$ cat src/hdab_pkg.sv
// Shared constants, register map and bus carrier for the half-duplex busy link.
package hdab_pkg;

  // Clock and line rate.
  localparam int unsigned CLK_HZ = 250_000_000;
  localparam int unsigned LINE_BPS = 9600;
  // The bit timer counts a prescaled clock up to this compare value.
  localparam int unsigned TIMER_COMPARE = 54;
  // Prescale chosen so that prescale times compare is one bit period (rounded down).
  localparam int unsigned TIMER_PRESCALE = CLK_HZ / (LINE_BPS * TIMER_COMPARE);

  // Frame shape: eight data bits, one parity bit, two stop bits.
  localparam int unsigned DATA_BITS = 8;
  localparam int unsigned SHIFT_BITS = 9;
  localparam int unsigned STOP_BITS = 2;
  // Cycles the line stays released before its level is taken.
  localparam logic [1:0] SAMPLE_WAIT = 2'h3;

  // Register byte offsets.
  localparam logic [7:0] OFS_CTRL = 8'h00;
  localparam logic [7:0] OFS_TXDATA = 8'h04;
  localparam logic [7:0] OFS_RXDATA = 8'h08;
  localparam logic [7:0] OFS_STATUS = 8'h0c;
  localparam logic [7:0] OFS_MASK = 8'h10;

  // Control register fields.
  localparam int unsigned CTRL_ODD = 0;
  localparam int unsigned CTRL_TOGGLE = 1;
  localparam int unsigned CTRL_ARMED = 2;

  // Sticky event bits of the status and mask registers.
  localparam int unsigned EV_RX_DONE = 0;
  localparam int unsigned EV_PARITY = 1;
  localparam int unsigned EV_STOP = 2;
  localparam int unsigned EV_OVERRUN = 3;
  localparam int unsigned EV_TX_DONE = 4;
  localparam int unsigned EV_BITS = 5;
  // Live status bits above the sticky ones.
  localparam int unsigned ST_TX_BUSY = 8;
  localparam int unsigned ST_RX_FULL = 9;
  localparam int unsigned ST_PERR_LAST = 10;
  localparam int unsigned ST_SERR_LAST = 11;

  // Reset values.
  localparam logic [EV_BITS-1:0] MASK_RESET = 5'h00;

  // Register bus request carried as one bundle.
  typedef struct packed {
    logic [7:0] addr;
    logic [31:0] wdata;
    logic wr;
    logic rd;
  } hdab_bus_req_s;

endpackage

$ cat src/hdab_bit_timer.sv
// Bit-period timer: prescaler plus compare counter, restartable at full or half period.
`timescale 1ns/10ps
module hdab_bit_timer #(
  parameter int unsigned PRESCALE = 482,
  parameter int unsigned COMPARE = 54
) (
  // Clock and reset.
  input wire logic ref_clk_in,
  input wire logic reset_in,
  // Control from the link engine.
  input wire logic restart_in,
  input wire logic half_in,
  // One-cycle pulse at the end of each period.
  output logic tick_out
);

  localparam int unsigned PW = $clog2(PRESCALE + 1);
  localparam int unsigned CW = $clog2(COMPARE + 1);
  localparam logic [PW-1:0] PRE_LAST = PW'(PRESCALE - 1);
  localparam logic [CW-1:0] CMP_LAST = CW'(COMPARE - 1);
  localparam logic [CW-1:0] CMP_HALF = CW'(COMPARE / 2);

  logic [PW-1:0] pre_ff;
  logic [CW-1:0] cmp_ff;
  logic pre_wrap;

  assign pre_wrap = (pre_ff == PRE_LAST);

  // A restart also clears the prescaler; the first period is whole, or half when half_in is set.
  always_ff @(posedge ref_clk_in) begin
    if (reset_in || restart_in) begin
      pre_ff <= '0;
      cmp_ff <= (!reset_in && half_in) ? CMP_HALF : '0;
    end else if (pre_wrap) begin
      pre_ff <= '0;
      cmp_ff <= (cmp_ff == CMP_LAST) ? '0 : cmp_ff + 1'b1;
    end else begin
      pre_ff <= pre_ff + 1'b1;
    end
  end

  // The tick is registered so the engine sees a clean one-cycle pulse.
  always_ff @(posedge ref_clk_in) begin
    if (reset_in || restart_in) begin
      tick_out <= 1'b0;
    end else begin
      tick_out <= pre_wrap && (cmp_ff == CMP_LAST);
    end
  end

endmodule

$ cat src/hdab_link.sv
// Half-duplex asynchronous link engine with busy handshake and register port.
`timescale 1ns/10ps
// How it works
// - Transmission starts only while the synchronised peer busy input is low.
// - One shared line carries both directions; it is driven except during sampling and the release step after reset.
// - After the start bit nine bits go out: eight data then parity, then two stops.
// - The start bit is driven low for one whole timer period.
// - A falling start edge starts reception; start is accepted only if line still low.
// - Sampling releases the line, waits, takes the level, then drives again.
// - Frames end by counting bits, so a parity one still completes the frame.
// - After the second stop the shifter is disabled one cycle, then re-enabled.
// - Odd parity when the odd select bit is set, even otherwise.
// - Parity error flagged when received parity mismatches computed parity.
// - Both stop bits are sampled; any low sample flags a stop error.
// - Receive done only without errors; frame error flags cleared before checking.
// - Overrun flagged when a new frame starts before the last byte was read.
// - Busy output goes high once the nine received bits are complete.
// - A toggle write inverts busy; going low arms start-edge detection.
// - Bit timer runs at 9600 bit/s using compare value 54.
// - After reset: line high, release issued, then latch returned before any frame.
module hdab_link #(
  parameter int unsigned PRESCALE = hdab_pkg::TIMER_PRESCALE
) (
  // Clock and reset.
  input wire logic ref_clk_in,
  input wire logic reset_in,
  // Register port.
  input wire hdab_pkg::hdab_bus_req_s bus_req_in,
  output logic [31:0] rdata_out,
  // Shared serial line, split into level, drive and enable (low = driving).
  input wire logic line_in,
  output logic line_out,
  output logic line_oe_n_out,
  // Busy handshake and start edge input.
  input wire logic peer_busy_in,
  input wire logic start_edge_input_in,
  output logic busy_out,
  // Interrupt.
  output logic irq_out
);

  typedef enum logic [3:0] {
    ST_INIT_HI, ST_INIT_REL, ST_INIT_LO, ST_IDLE, ST_TX_START, ST_TX_BITS, ST_TX_STOP,
    ST_RX_START, ST_RX_BITS, ST_RX_STOP, ST_REARM
  } hdab_state_e;

  hdab_state_e state_ff, nxt_state;
  logic [2:0] line_sync_ff, busy_sync_ff, edge_sync_ff;
  logic line_s, busy_s, edge_fall;
  logic tick, tmr_restart, tmr_half;
  logic [1:0] smp_cnt_ff;
  logic smp_now;
  logic [3:0] bit_cnt_ff;
  logic [8:0] shreg_ff;
  logic shift_en_ff, line_out_ff, line_oe_n_ff;
  logic odd_ff, busy_ff, armed_ff, tx_pend_ff, rx_full_ff;
  logic [7:0] tx_data_ff, rx_data_ff;
  logic perr_last_ff, serr_frame_ff, serr_last_ff;
  logic [hdab_pkg::EV_BITS-1:0] status_ff, mask_ff, ev_set, ev_clr;
  logic [31:0] rdata_ff;
  logic irq_ff;
  logic rx_fin, fin_perr, fin_serr, tx_fin, rx_nine, tx_go, rx_go;

  function automatic logic par_of(input logic [7:0] d, input logic odd);
    par_of = (^d) ^ odd;
  endfunction

  function automatic logic hit(input hdab_pkg::hdab_bus_req_s r, input logic [7:0] ofs);
    hit = (r.addr == ofs);
  endfunction

  hdab_bit_timer #(
    .PRESCALE(PRESCALE),
    .COMPARE(hdab_pkg::TIMER_COMPARE)
  ) u_timer (
    .ref_clk_in(ref_clk_in),
    .reset_in(reset_in),
    .restart_in(tmr_restart),
    .half_in(tmr_half),
    .tick_out(tick)
  );

  // Pins come from the far node; two flops before anything looks at them.
  always_ff @(posedge ref_clk_in) begin
    if (reset_in) begin
      line_sync_ff <= 3'h7;
      busy_sync_ff <= 3'h7;
      edge_sync_ff <= 3'h7;
    end else begin
      line_sync_ff <= {line_sync_ff[1:0], line_in};
      busy_sync_ff <= {busy_sync_ff[1:0], peer_busy_in};
      edge_sync_ff <= {edge_sync_ff[1:0], start_edge_input_in};
    end
  end

  assign line_s = line_sync_ff[1];
  assign busy_s = busy_sync_ff[1];
  assign edge_fall = edge_sync_ff[2] && !edge_sync_ff[1];
  assign smp_now = (smp_cnt_ff == 2'h1);

  assign tx_go = (state_ff == ST_IDLE) && tx_pend_ff && !busy_s && !edge_fall;
  assign rx_go = (state_ff == ST_IDLE) && armed_ff && edge_fall;
  assign rx_nine = (state_ff == ST_RX_BITS) && smp_now && (bit_cnt_ff == 4'(hdab_pkg::SHIFT_BITS - 1));
  assign tx_fin = (state_ff == ST_TX_STOP) && tick && (bit_cnt_ff == 4'(hdab_pkg::STOP_BITS - 1));
  assign rx_fin = (state_ff == ST_RX_STOP) && smp_now && (bit_cnt_ff == 4'(hdab_pkg::STOP_BITS - 1));
  assign fin_perr = par_of(shreg_ff[7:0], odd_ff) != shreg_ff[8];
  assign fin_serr = serr_frame_ff || !line_s;
  assign tmr_restart = tx_go || rx_go || (state_ff == ST_TX_START && tick);
  assign tmr_half = rx_go;

  // Next state; transmit phases move on a timer tick, receive phases on a sample; init and rearm steps take one cycle each.
  always_comb begin
    nxt_state = state_ff;
    unique case (state_ff)
      ST_INIT_HI: nxt_state = ST_INIT_REL;
      ST_INIT_REL: nxt_state = ST_INIT_LO;
      ST_INIT_LO: nxt_state = ST_IDLE;
      ST_IDLE: begin
        if (rx_go) begin
          nxt_state = ST_RX_START;
        end else if (tx_go) begin
          nxt_state = ST_TX_START;
        end
      end
      ST_TX_START: if (tick) nxt_state = ST_TX_BITS;
      ST_TX_BITS: begin
        if (tick && bit_cnt_ff == 4'(hdab_pkg::SHIFT_BITS - 1)) begin
          nxt_state = ST_TX_STOP;
        end
      end
      ST_TX_STOP: if (tx_fin) nxt_state = ST_REARM;
      ST_RX_START: if (smp_now) nxt_state = line_s ? ST_IDLE : ST_RX_BITS;
      ST_RX_BITS: if (rx_nine) nxt_state = ST_RX_STOP;
      ST_RX_STOP: if (rx_fin) nxt_state = ST_REARM;
      ST_REARM: nxt_state = ST_IDLE;
    endcase
  end

  always_ff @(posedge ref_clk_in) begin
    if (reset_in) begin
      state_ff <= ST_INIT_HI;
    end else begin
      state_ff <= nxt_state;
    end
  end

  // Bit counter and shifter; both directions share one nine-bit register.
  always_ff @(posedge ref_clk_in) begin
    if (reset_in) begin
      bit_cnt_ff <= 4'h0;
      shreg_ff <= 9'h1ff;
    end else if (tx_go) begin
      shreg_ff <= {par_of(tx_data_ff, odd_ff), tx_data_ff};
      bit_cnt_ff <= 4'h0;
    end else if (rx_go || (state_ff == ST_TX_START && tick)) begin
      bit_cnt_ff <= 4'h0;
    end else if (state_ff == ST_TX_BITS && tick) begin
      shreg_ff <= {1'b1, shreg_ff[8:1]};
      bit_cnt_ff <= (bit_cnt_ff == 4'(hdab_pkg::SHIFT_BITS - 1)) ? 4'h0 : bit_cnt_ff + 4'h1;
    end else if (state_ff == ST_RX_BITS && smp_now) begin
      shreg_ff <= {line_s, shreg_ff[8:1]};
      bit_cnt_ff <= rx_nine ? 4'h0 : bit_cnt_ff + 4'h1;
    end else if ((state_ff == ST_TX_STOP && tick) || (state_ff == ST_RX_STOP && smp_now)) begin
      bit_cnt_ff <= bit_cnt_ff + 4'h1;
    end
  end

  // Sample window: release on the tick, take the level three cycles later.
  always_ff @(posedge ref_clk_in) begin
    if (reset_in) begin
      smp_cnt_ff <= 2'h0;
    end else if (tick && (state_ff == ST_RX_START || state_ff == ST_RX_BITS ||
                          state_ff == ST_RX_STOP)) begin
      smp_cnt_ff <= hdab_pkg::SAMPLE_WAIT;
    end else if (smp_cnt_ff != 2'h0) begin
      smp_cnt_ff <= smp_cnt_ff - 2'h1;
    end
  end

  // Line driver. Both ends drive high while idle, so the limitation is that a peer
  // sending while we drive high fights us; the window keeps that short.
  always_ff @(posedge ref_clk_in) begin
    if (reset_in) begin
      line_out_ff <= 1'b1;
      line_oe_n_ff <= 1'b0;
    end else begin
      line_oe_n_ff <= 1'b0;
      line_out_ff <= 1'b1;
      if (state_ff == ST_INIT_REL) begin
        line_oe_n_ff <= 1'b1;
      end else if (tx_go || state_ff == ST_TX_START && !tick) begin
        line_out_ff <= 1'b0;
      end else if (state_ff == ST_TX_START || state_ff == ST_TX_BITS) begin
        line_out_ff <= (state_ff == ST_TX_START) ? shreg_ff[0] :
                       ((tick && bit_cnt_ff == 4'(hdab_pkg::SHIFT_BITS - 1)) ? 1'b1 :
                        (tick ? shreg_ff[1] : line_out_ff));
      end
      if ((tick && (nxt_state == ST_RX_BITS || state_ff inside {ST_RX_START, ST_RX_BITS,
          ST_RX_STOP})) || (smp_cnt_ff > 2'h1)) begin
        line_oe_n_ff <= 1'b1;
      end
    end
  end

  always_ff @(posedge ref_clk_in) begin
    if (reset_in) begin
      shift_en_ff <= 1'b1;
    end else begin
      shift_en_ff <= !(nxt_state == ST_REARM);
    end
  end

  // Frame error flags and received byte.
  always_ff @(posedge ref_clk_in) begin
    if (reset_in) begin
      serr_frame_ff <= 1'b0;
      perr_last_ff <= 1'b0;
      serr_last_ff <= 1'b0;
      rx_data_ff <= 8'h00;
    end else if (rx_go) begin
      serr_frame_ff <= 1'b0;
      perr_last_ff <= 1'b0;
      serr_last_ff <= 1'b0;
    end else if (state_ff == ST_RX_STOP && smp_now) begin
      serr_frame_ff <= fin_serr;
      if (rx_fin) begin
        perr_last_ff <= fin_perr;
        serr_last_ff <= fin_serr;
        rx_data_ff <= shreg_ff[7:0];
      end
    end
  end

  // Busy handshake and arming; the ninth received bit wins over a same-cycle toggle.
  always_ff @(posedge ref_clk_in) begin
    if (reset_in) begin
      busy_ff <= 1'b1;
      armed_ff <= 1'b0;
    end else if (rx_nine) begin
      busy_ff <= 1'b1;
      armed_ff <= 1'b0;
    end else if (bus_req_in.wr && hit(bus_req_in, hdab_pkg::OFS_CTRL) &&
                 bus_req_in.wdata[hdab_pkg::CTRL_TOGGLE]) begin
      busy_ff <= !busy_ff;
      armed_ff <= busy_ff;
    end
  end

  // Software-side data and control registers.
  always_ff @(posedge ref_clk_in) begin
    if (reset_in) begin
      odd_ff <= 1'b0;
      tx_data_ff <= 8'h00;
      tx_pend_ff <= 1'b0;
      mask_ff <= hdab_pkg::MASK_RESET;
    end else begin
      if (tx_go) begin
        tx_pend_ff <= 1'b0;
      end
      if (bus_req_in.wr && hit(bus_req_in, hdab_pkg::OFS_CTRL)) begin
        odd_ff <= bus_req_in.wdata[hdab_pkg::CTRL_ODD];
      end
      if (bus_req_in.wr && hit(bus_req_in, hdab_pkg::OFS_TXDATA)) begin
        tx_data_ff <= bus_req_in.wdata[7:0];
        tx_pend_ff <= 1'b1;
      end
      if (bus_req_in.wr && hit(bus_req_in, hdab_pkg::OFS_MASK)) begin
        mask_ff <= bus_req_in.wdata[hdab_pkg::EV_BITS-1:0];
      end
    end
  end

  // Receive holding flag; a read of the byte frees it, a new byte sets it again.
  always_ff @(posedge ref_clk_in) begin
    if (reset_in) begin
      rx_full_ff <= 1'b0;
    end else if (rx_fin && !fin_perr && !fin_serr) begin
      rx_full_ff <= 1'b1;
    end else if (bus_req_in.rd && hit(bus_req_in, hdab_pkg::OFS_RXDATA)) begin
      rx_full_ff <= 1'b0;
    end
  end

  // Event sources of the sticky status register.
  always_comb begin
    ev_set = '0;
    ev_set[hdab_pkg::EV_RX_DONE] = rx_fin && !fin_perr && !fin_serr;
    ev_set[hdab_pkg::EV_PARITY] = rx_fin && fin_perr;
    ev_set[hdab_pkg::EV_STOP] = rx_fin && fin_serr;
    ev_set[hdab_pkg::EV_OVERRUN] = rx_go && rx_full_ff;
    ev_set[hdab_pkg::EV_TX_DONE] = tx_fin;
    ev_clr = (bus_req_in.rd && hit(bus_req_in, hdab_pkg::OFS_STATUS)) ? '1 : '0;
  end

  // Set wins over the read-clear so an event in the reading cycle is kept.
  always_ff @(posedge ref_clk_in) begin
    if (reset_in) begin
      status_ff <= '0;
    end else begin
      status_ff <= (status_ff & ~ev_clr) | ev_set;
    end
  end

  always_ff @(posedge ref_clk_in) begin
    if (reset_in) begin
      irq_ff <= 1'b0;
    end else begin
      irq_ff <= |(status_ff & mask_ff);
    end
  end

  // Read data stands one cycle after the strobe; unmapped addresses read zero.
  always_ff @(posedge ref_clk_in) begin
    if (reset_in) begin
      rdata_ff <= 32'h0000_0000;
    end else begin
      rdata_ff <= 32'h0000_0000;
      if (bus_req_in.rd) begin
        unique case (bus_req_in.addr)
          hdab_pkg::OFS_CTRL: rdata_ff <= 32'({armed_ff, busy_ff, odd_ff});
          hdab_pkg::OFS_TXDATA: rdata_ff <= 32'(tx_data_ff);
          hdab_pkg::OFS_RXDATA: rdata_ff <= 32'(rx_data_ff);
          hdab_pkg::OFS_STATUS: rdata_ff <= 32'({serr_last_ff, perr_last_ff, rx_full_ff,
                                                 tx_pend_ff || state_ff != ST_IDLE,
                                                 3'h0, status_ff});
          hdab_pkg::OFS_MASK: rdata_ff <= 32'(mask_ff);
          default: rdata_ff <= 32'h0000_0000;
        endcase
      end
    end
  end

  assign rdata_out = rdata_ff;
  assign line_out = line_out_ff;
  assign line_oe_n_out = line_oe_n_ff;
  assign busy_out = busy_ff;
  assign irq_out = irq_ff;

  property p_tx_idle_peer;
    @(posedge ref_clk_in) disable iff (reset_in)
    (state_ff == ST_IDLE && nxt_state == ST_TX_START) |-> !busy_s;
  endproperty
  a_tx_idle_peer: assert property (p_tx_idle_peer) else $error("tx began with peer busy");

  property p_start_low;
    @(posedge ref_clk_in) disable iff (reset_in)
    (state_ff == ST_TX_START) |-> (!line_out_ff && !line_oe_n_ff);
  endproperty
  a_start_low: assert property (p_start_low) else $error("start bit not driven low");

  property p_nine_bits;
    @(posedge ref_clk_in) disable iff (reset_in)
    $rose(state_ff == ST_TX_BITS) |-> (bit_cnt_ff == 4'h0) ##0
      (state_ff == ST_TX_BITS && bit_cnt_ff != 4'h9) [*1] ##1 1'b1;
  endproperty
  a_nine_bits: assert property (p_nine_bits) else $error("bad bit count at data start");

  property p_start_reject;
    @(posedge ref_clk_in) disable iff (reset_in)
    (state_ff == ST_RX_START && smp_now && line_s) |=> (state_ff == ST_IDLE);
  endproperty
  a_start_reject: assert property (p_start_reject) else $error("high start accepted");

  property p_sample_released;
    @(posedge ref_clk_in) disable iff (reset_in)
    smp_now |-> $past(line_oe_n_ff, 2) && line_oe_n_ff ##1 !line_oe_n_ff;
  endproperty
  a_sample_released: assert property (p_sample_released) else $error("sampled while driving");

  property p_rearm;
    @(posedge ref_clk_in) disable iff (reset_in)
    (state_ff == ST_REARM) |-> !shift_en_ff ##1 shift_en_ff;
  endproperty
  a_rearm: assert property (p_rearm) else $error("shifter not restarted");

  property p_parity_gen;
    @(posedge ref_clk_in) disable iff (reset_in)
    tx_go |=> (shreg_ff[8] == ((^$past(tx_data_ff)) ^ $past(odd_ff)));
  endproperty
  a_parity_gen: assert property (p_parity_gen) else $error("wrong tx parity");

  property p_busy_nine;
    @(posedge ref_clk_in) disable iff (reset_in)
    rx_nine |=> busy_ff && !armed_ff;
  endproperty
  a_busy_nine: assert property (p_busy_nine) else $error("busy not raised after nine bits");

  property p_done_clean;
    @(posedge ref_clk_in) disable iff (reset_in)
    (rx_fin && (fin_perr || fin_serr)) |=> !$rose(status_ff[hdab_pkg::EV_RX_DONE]);
  endproperty
  a_done_clean: assert property (p_done_clean) else $error("done set on bad frame");

  c_tx_frame: cover property (@(posedge ref_clk_in) disable iff (reset_in) tx_fin);
  c_rx_clean: cover property (@(posedge ref_clk_in) disable iff (reset_in)
    rx_fin && !fin_perr && !fin_serr);
  c_rx_perr: cover property (@(posedge ref_clk_in) disable iff (reset_in) rx_fin && fin_perr);
  c_overrun: cover property (@(posedge ref_clk_in) disable iff (reset_in)
    ev_set[hdab_pkg::EV_OVERRUN]);

endmodule

$ cat config.mk
export PLATFORM = sky130hd
export DESIGN_NAME = hdab_link
export DESIGN_NICKNAME = d
export VERILOG_FILES = /design/src/hdab_pkg.sv /design/src/hdab_bit_timer.sv /design/src/hdab_link.sv
export SDC_FILE = /design/constraint.sdc
export NUM_CORES = 1
export LEC_CHECK = 0
export ABC_AREA = 1
export BUFFER_PORTS_ARGS = -buffer_cell sky130_fd_sc_hd__buf_4
export CORE_AREA = 8 8 122 124
export DETAILED_ROUTE_END_ITERATION = 10
export DIE_AREA = 0 0 130 132
export PLACE_DENSITY = 0.56
export SYNTH_ARGS = -nofsm -noshare
export SYNTH_HDL_FRONTEND = slang
export SYNTH_SLANG_ARGS = --single-unit
$ cat constraint.sdc
create_clock -name ref_clk_in -period 1.8 [get_ports ref_clk_in]
set_input_delay 0.09 -clock ref_clk_in [delete_from_list [all_inputs] [get_ports ref_clk_in]]
set_output_delay 0.09 -clock ref_clk_in [all_outputs]
set_load 0.005 [all_outputs]
==> out/summary.txt <==
Area delta synth->final = 17.6%
Max cap viols = 0
Gr usage total = 0.136
Dpl hpwl = 8710 um
Clock power frac = 0.458
Crit path cell chain = nor2_1 -> nand2_1 -> nor2_1 -> nor2_4 -> nand3_4 -> inv_4 -> nand2_4
Die ar. = 17200 um2
Worst setup SP type = flip-flop
DRC = 0
Vias in the first global route = 3962
Clk_skew = 5.40 ps
Fin crit share = 0.933
Number of synthesized flops with an enable pin = 6
Power Density = 861 nW/um2
Pint = 0.00365 W
DRT iter0 DRCs = 219
Crit. End Element = flip-flop
Endpoints failing setup = 0
Largest area contributor in the netlist = dfxtp_1
Fmax = 0.595 GHz
Nets@finish = 739
#FFs+latches synth = 91
First-pass GRT wire length = 18900 um
Setup WS pre-CTS = 141 ps
Leak Pwr = 2.37 nW
Clock transition at path regs = 60 ps
Routed len/inst = 13.0 um
Arrival @ worst endpoint = 1700 ps
Cell seen most often among critical-path stages = nor2_1
Placed inst area = 5080 um2
Vias post-DR = 4053
CTS tree = built
CORE AREA = 13000 um2
Buf/Inv on CP = 1
Setup ws final = 120 ps
Cts repair resizes = 0
Most frequent cells in the layout = 125 x nand2_1, 85 x dfxtp_1, 79 x inv_1, 74 x nor2_1, 47 x buf_4
Post-route cell area = 5470 um2
Share of cells above drive strength 1 = 0.153
Critical Path Fanout Max = 15
First drt pass iteration count = 4
RSZ-0062 raised after global routing = false
Die width = 130 um
H-tree Lvls = 3
Yosys warning count = 0
Reg power frac = 0.455
Antenna violation net count after detailed routing = 0
Num rows = 42
Largest net degree at the start of global routing = 23
Combinational power share = 0.088
Crit path kind = reg2reg
Initial antenna violation count = 0
Cell Area, Synth = 4650 um2
Run status = finished clean
Main flop type after synthesis = dfxtp_1
Inserted Clock Buffers = 9
Maximum vdd drop = 0.577 mV
Commonest non-fill, non-tap cell in the layout = nand2_1
N_diodes = 0
Final hold violation count = 0
Min Clock Period, post-route = 1680 ps
Slew Limit Fails = 0
Clock Tree Buf Depth = 2
Worst-skew pair later-pin latency = 340 ps
Worst path top cell family by delay = simple AND/OR/NAND/NOR gates
CTS sink count = 91
Sw Pwr = 0.00106 W
Worst path slowest cell = dfxtp_1
Netlist cell types = 45
I/O Pins = 83
Grt total ovfl = 0
Die height = 132 um
Min-Delay Path Class = in2reg
Total Neg Setup Slack = 0 ps
Synth Area per Inst = 7.36 um2
Register area share after synthesis = 0.404
Syn Inst Count = 632
CP max stage delay = 370 ps
Initial Util = 0.359
Post-synth top area share = 0.366
Vias per std cell = 4.69
IO Port Bufs = 38
Sw Share = 0.225
Drt total wl = 11200 um
CP required = 1820 ps
Area contributors post-synth = dfxtp_1 37%, nand2_1 10%, inv_1 6.4%
Clock root cell = clkbuf_16
Total power = 0.00471 W
GPL Wtd Cong = 0.908
Async S/R FF share, synth = 0
## synthesized netlist by cell type (2+ instances only)
cell type    n
nor2_4       6
a31oi_1      2
nand4_1      7
a211oi_1     2
dfxtp_1     85
nor3_2       2
nand3_1     38
ha_1         9
edfxtp_1     6
nand3_4      3
buf_2        3
inv_1       79
nor2_2       3
clkbuf_1     4
a21oi_1     39
o21ai_0     38
inv_2        6
nor3_1       8
nand2_1    125
xnor2_1      5
xor2_1       9
buf_6        3
o211ai_1    17
o22ai_1      5
nand2_2      7
o21ai_1      4
or2_2        7
nor2_1      74
buf_4       20
## kinds of logic after synthesis
kind of cell	after synthesis	share of synthesized area
xor+xnor	14	0.0263
buf+inv	119	0.119
other cells	1	0.000806
compound gates	111	0.135
simple gates	287	0.291
fa+ha+maj	9	0.0242
flops	91	0.404
## state kept, by name, indices dropped and copies added, names as in the netlist, 5 cells and up
name,flops
rdata_out,12
tx_data_ff,8
status_ff,5
shreg_ff,9
u_timer.cmp_ff,6
u_timer.pre_ff,9
mask_ff,5
rx_data_ff,8
## layer usage
layer,vias up,global-route usage,share of wire
li1,2110,-,-
met1,1863,0.161,0.44
met2,69,0.237,0.50
met3,11,0.0324,0.049
met4,0,0.0387,0.012
met5,-,0,0
## worst register-to-register path, cell delays in order, from the launching register on
cell and delay (ps):
dfxtp_1 370, nor2_1 270, nand2_1 120, nor2_1 210, nor2_4 70, nand3_4 90
inv_4 60, nand2_4 190
## per-stage QoR
stage               utilization  hold WS (ps)  cells
global route              0.422          18.8    864
floorplan                     -           194    651
finish                    0.422          18.1    864
CTS                       0.422          5.31    864
detailed placement        0.391           279    843
global placement          0.391           275    843
## layout make-up
type                    count  area [um2]
inverters                  88         334
clock buffers              11         243
repair buffers             52         403
fillers                  1344        7510
well taps                 176         220
flip-flops and latches     91        1880
multi-input cells         441        2290
clock inverters             5         100
## power groups by stage
stage               Combinational [W]  Sequential, W  Clock, W
CTS                          0.000414        0.00214   0.00221
floorplan                    0.000303        0.00218         0
global placement             0.000392        0.00219         0
detailed placement           0.000402        0.00219         0
global route                 0.000460        0.00215   0.00228
finish                       0.000413        0.00214   0.00216
## path summary, 6_finish.rpt
path                            cells after the start                               to  slack [ps]                       start
worst max-delay path                                7  u_timer.cmp_ff[5]$_SDFFCE_PP0P_         120      state_ff[1]$_SDFF_PP0_
worst min-delay path                                3       tx_data_ff[4]$_SDFFE_PP0P_          20               bus_req_in[6]
worst max register to register                      7  u_timer.cmp_ff[5]$_SDFFCE_PP0P_         120      state_ff[1]$_SDFF_PP0_
worst min register to register                      1       line_sync_ff[1]$_SDFF_PP1_         410  line_sync_ff[0]$_SDFF_PP1_
## what timing repair did
| action | in CTS | in global routing |
|---|---|---|
| hold endpoints to repair | 5 | 0 |
| hold buffers | 5 | 0 |
| buffers inserted | 0 | 0 |
| endpoints found under the setup margin | 0 | 0 |
Note: power is estimated with default switching activity, not from simulation.
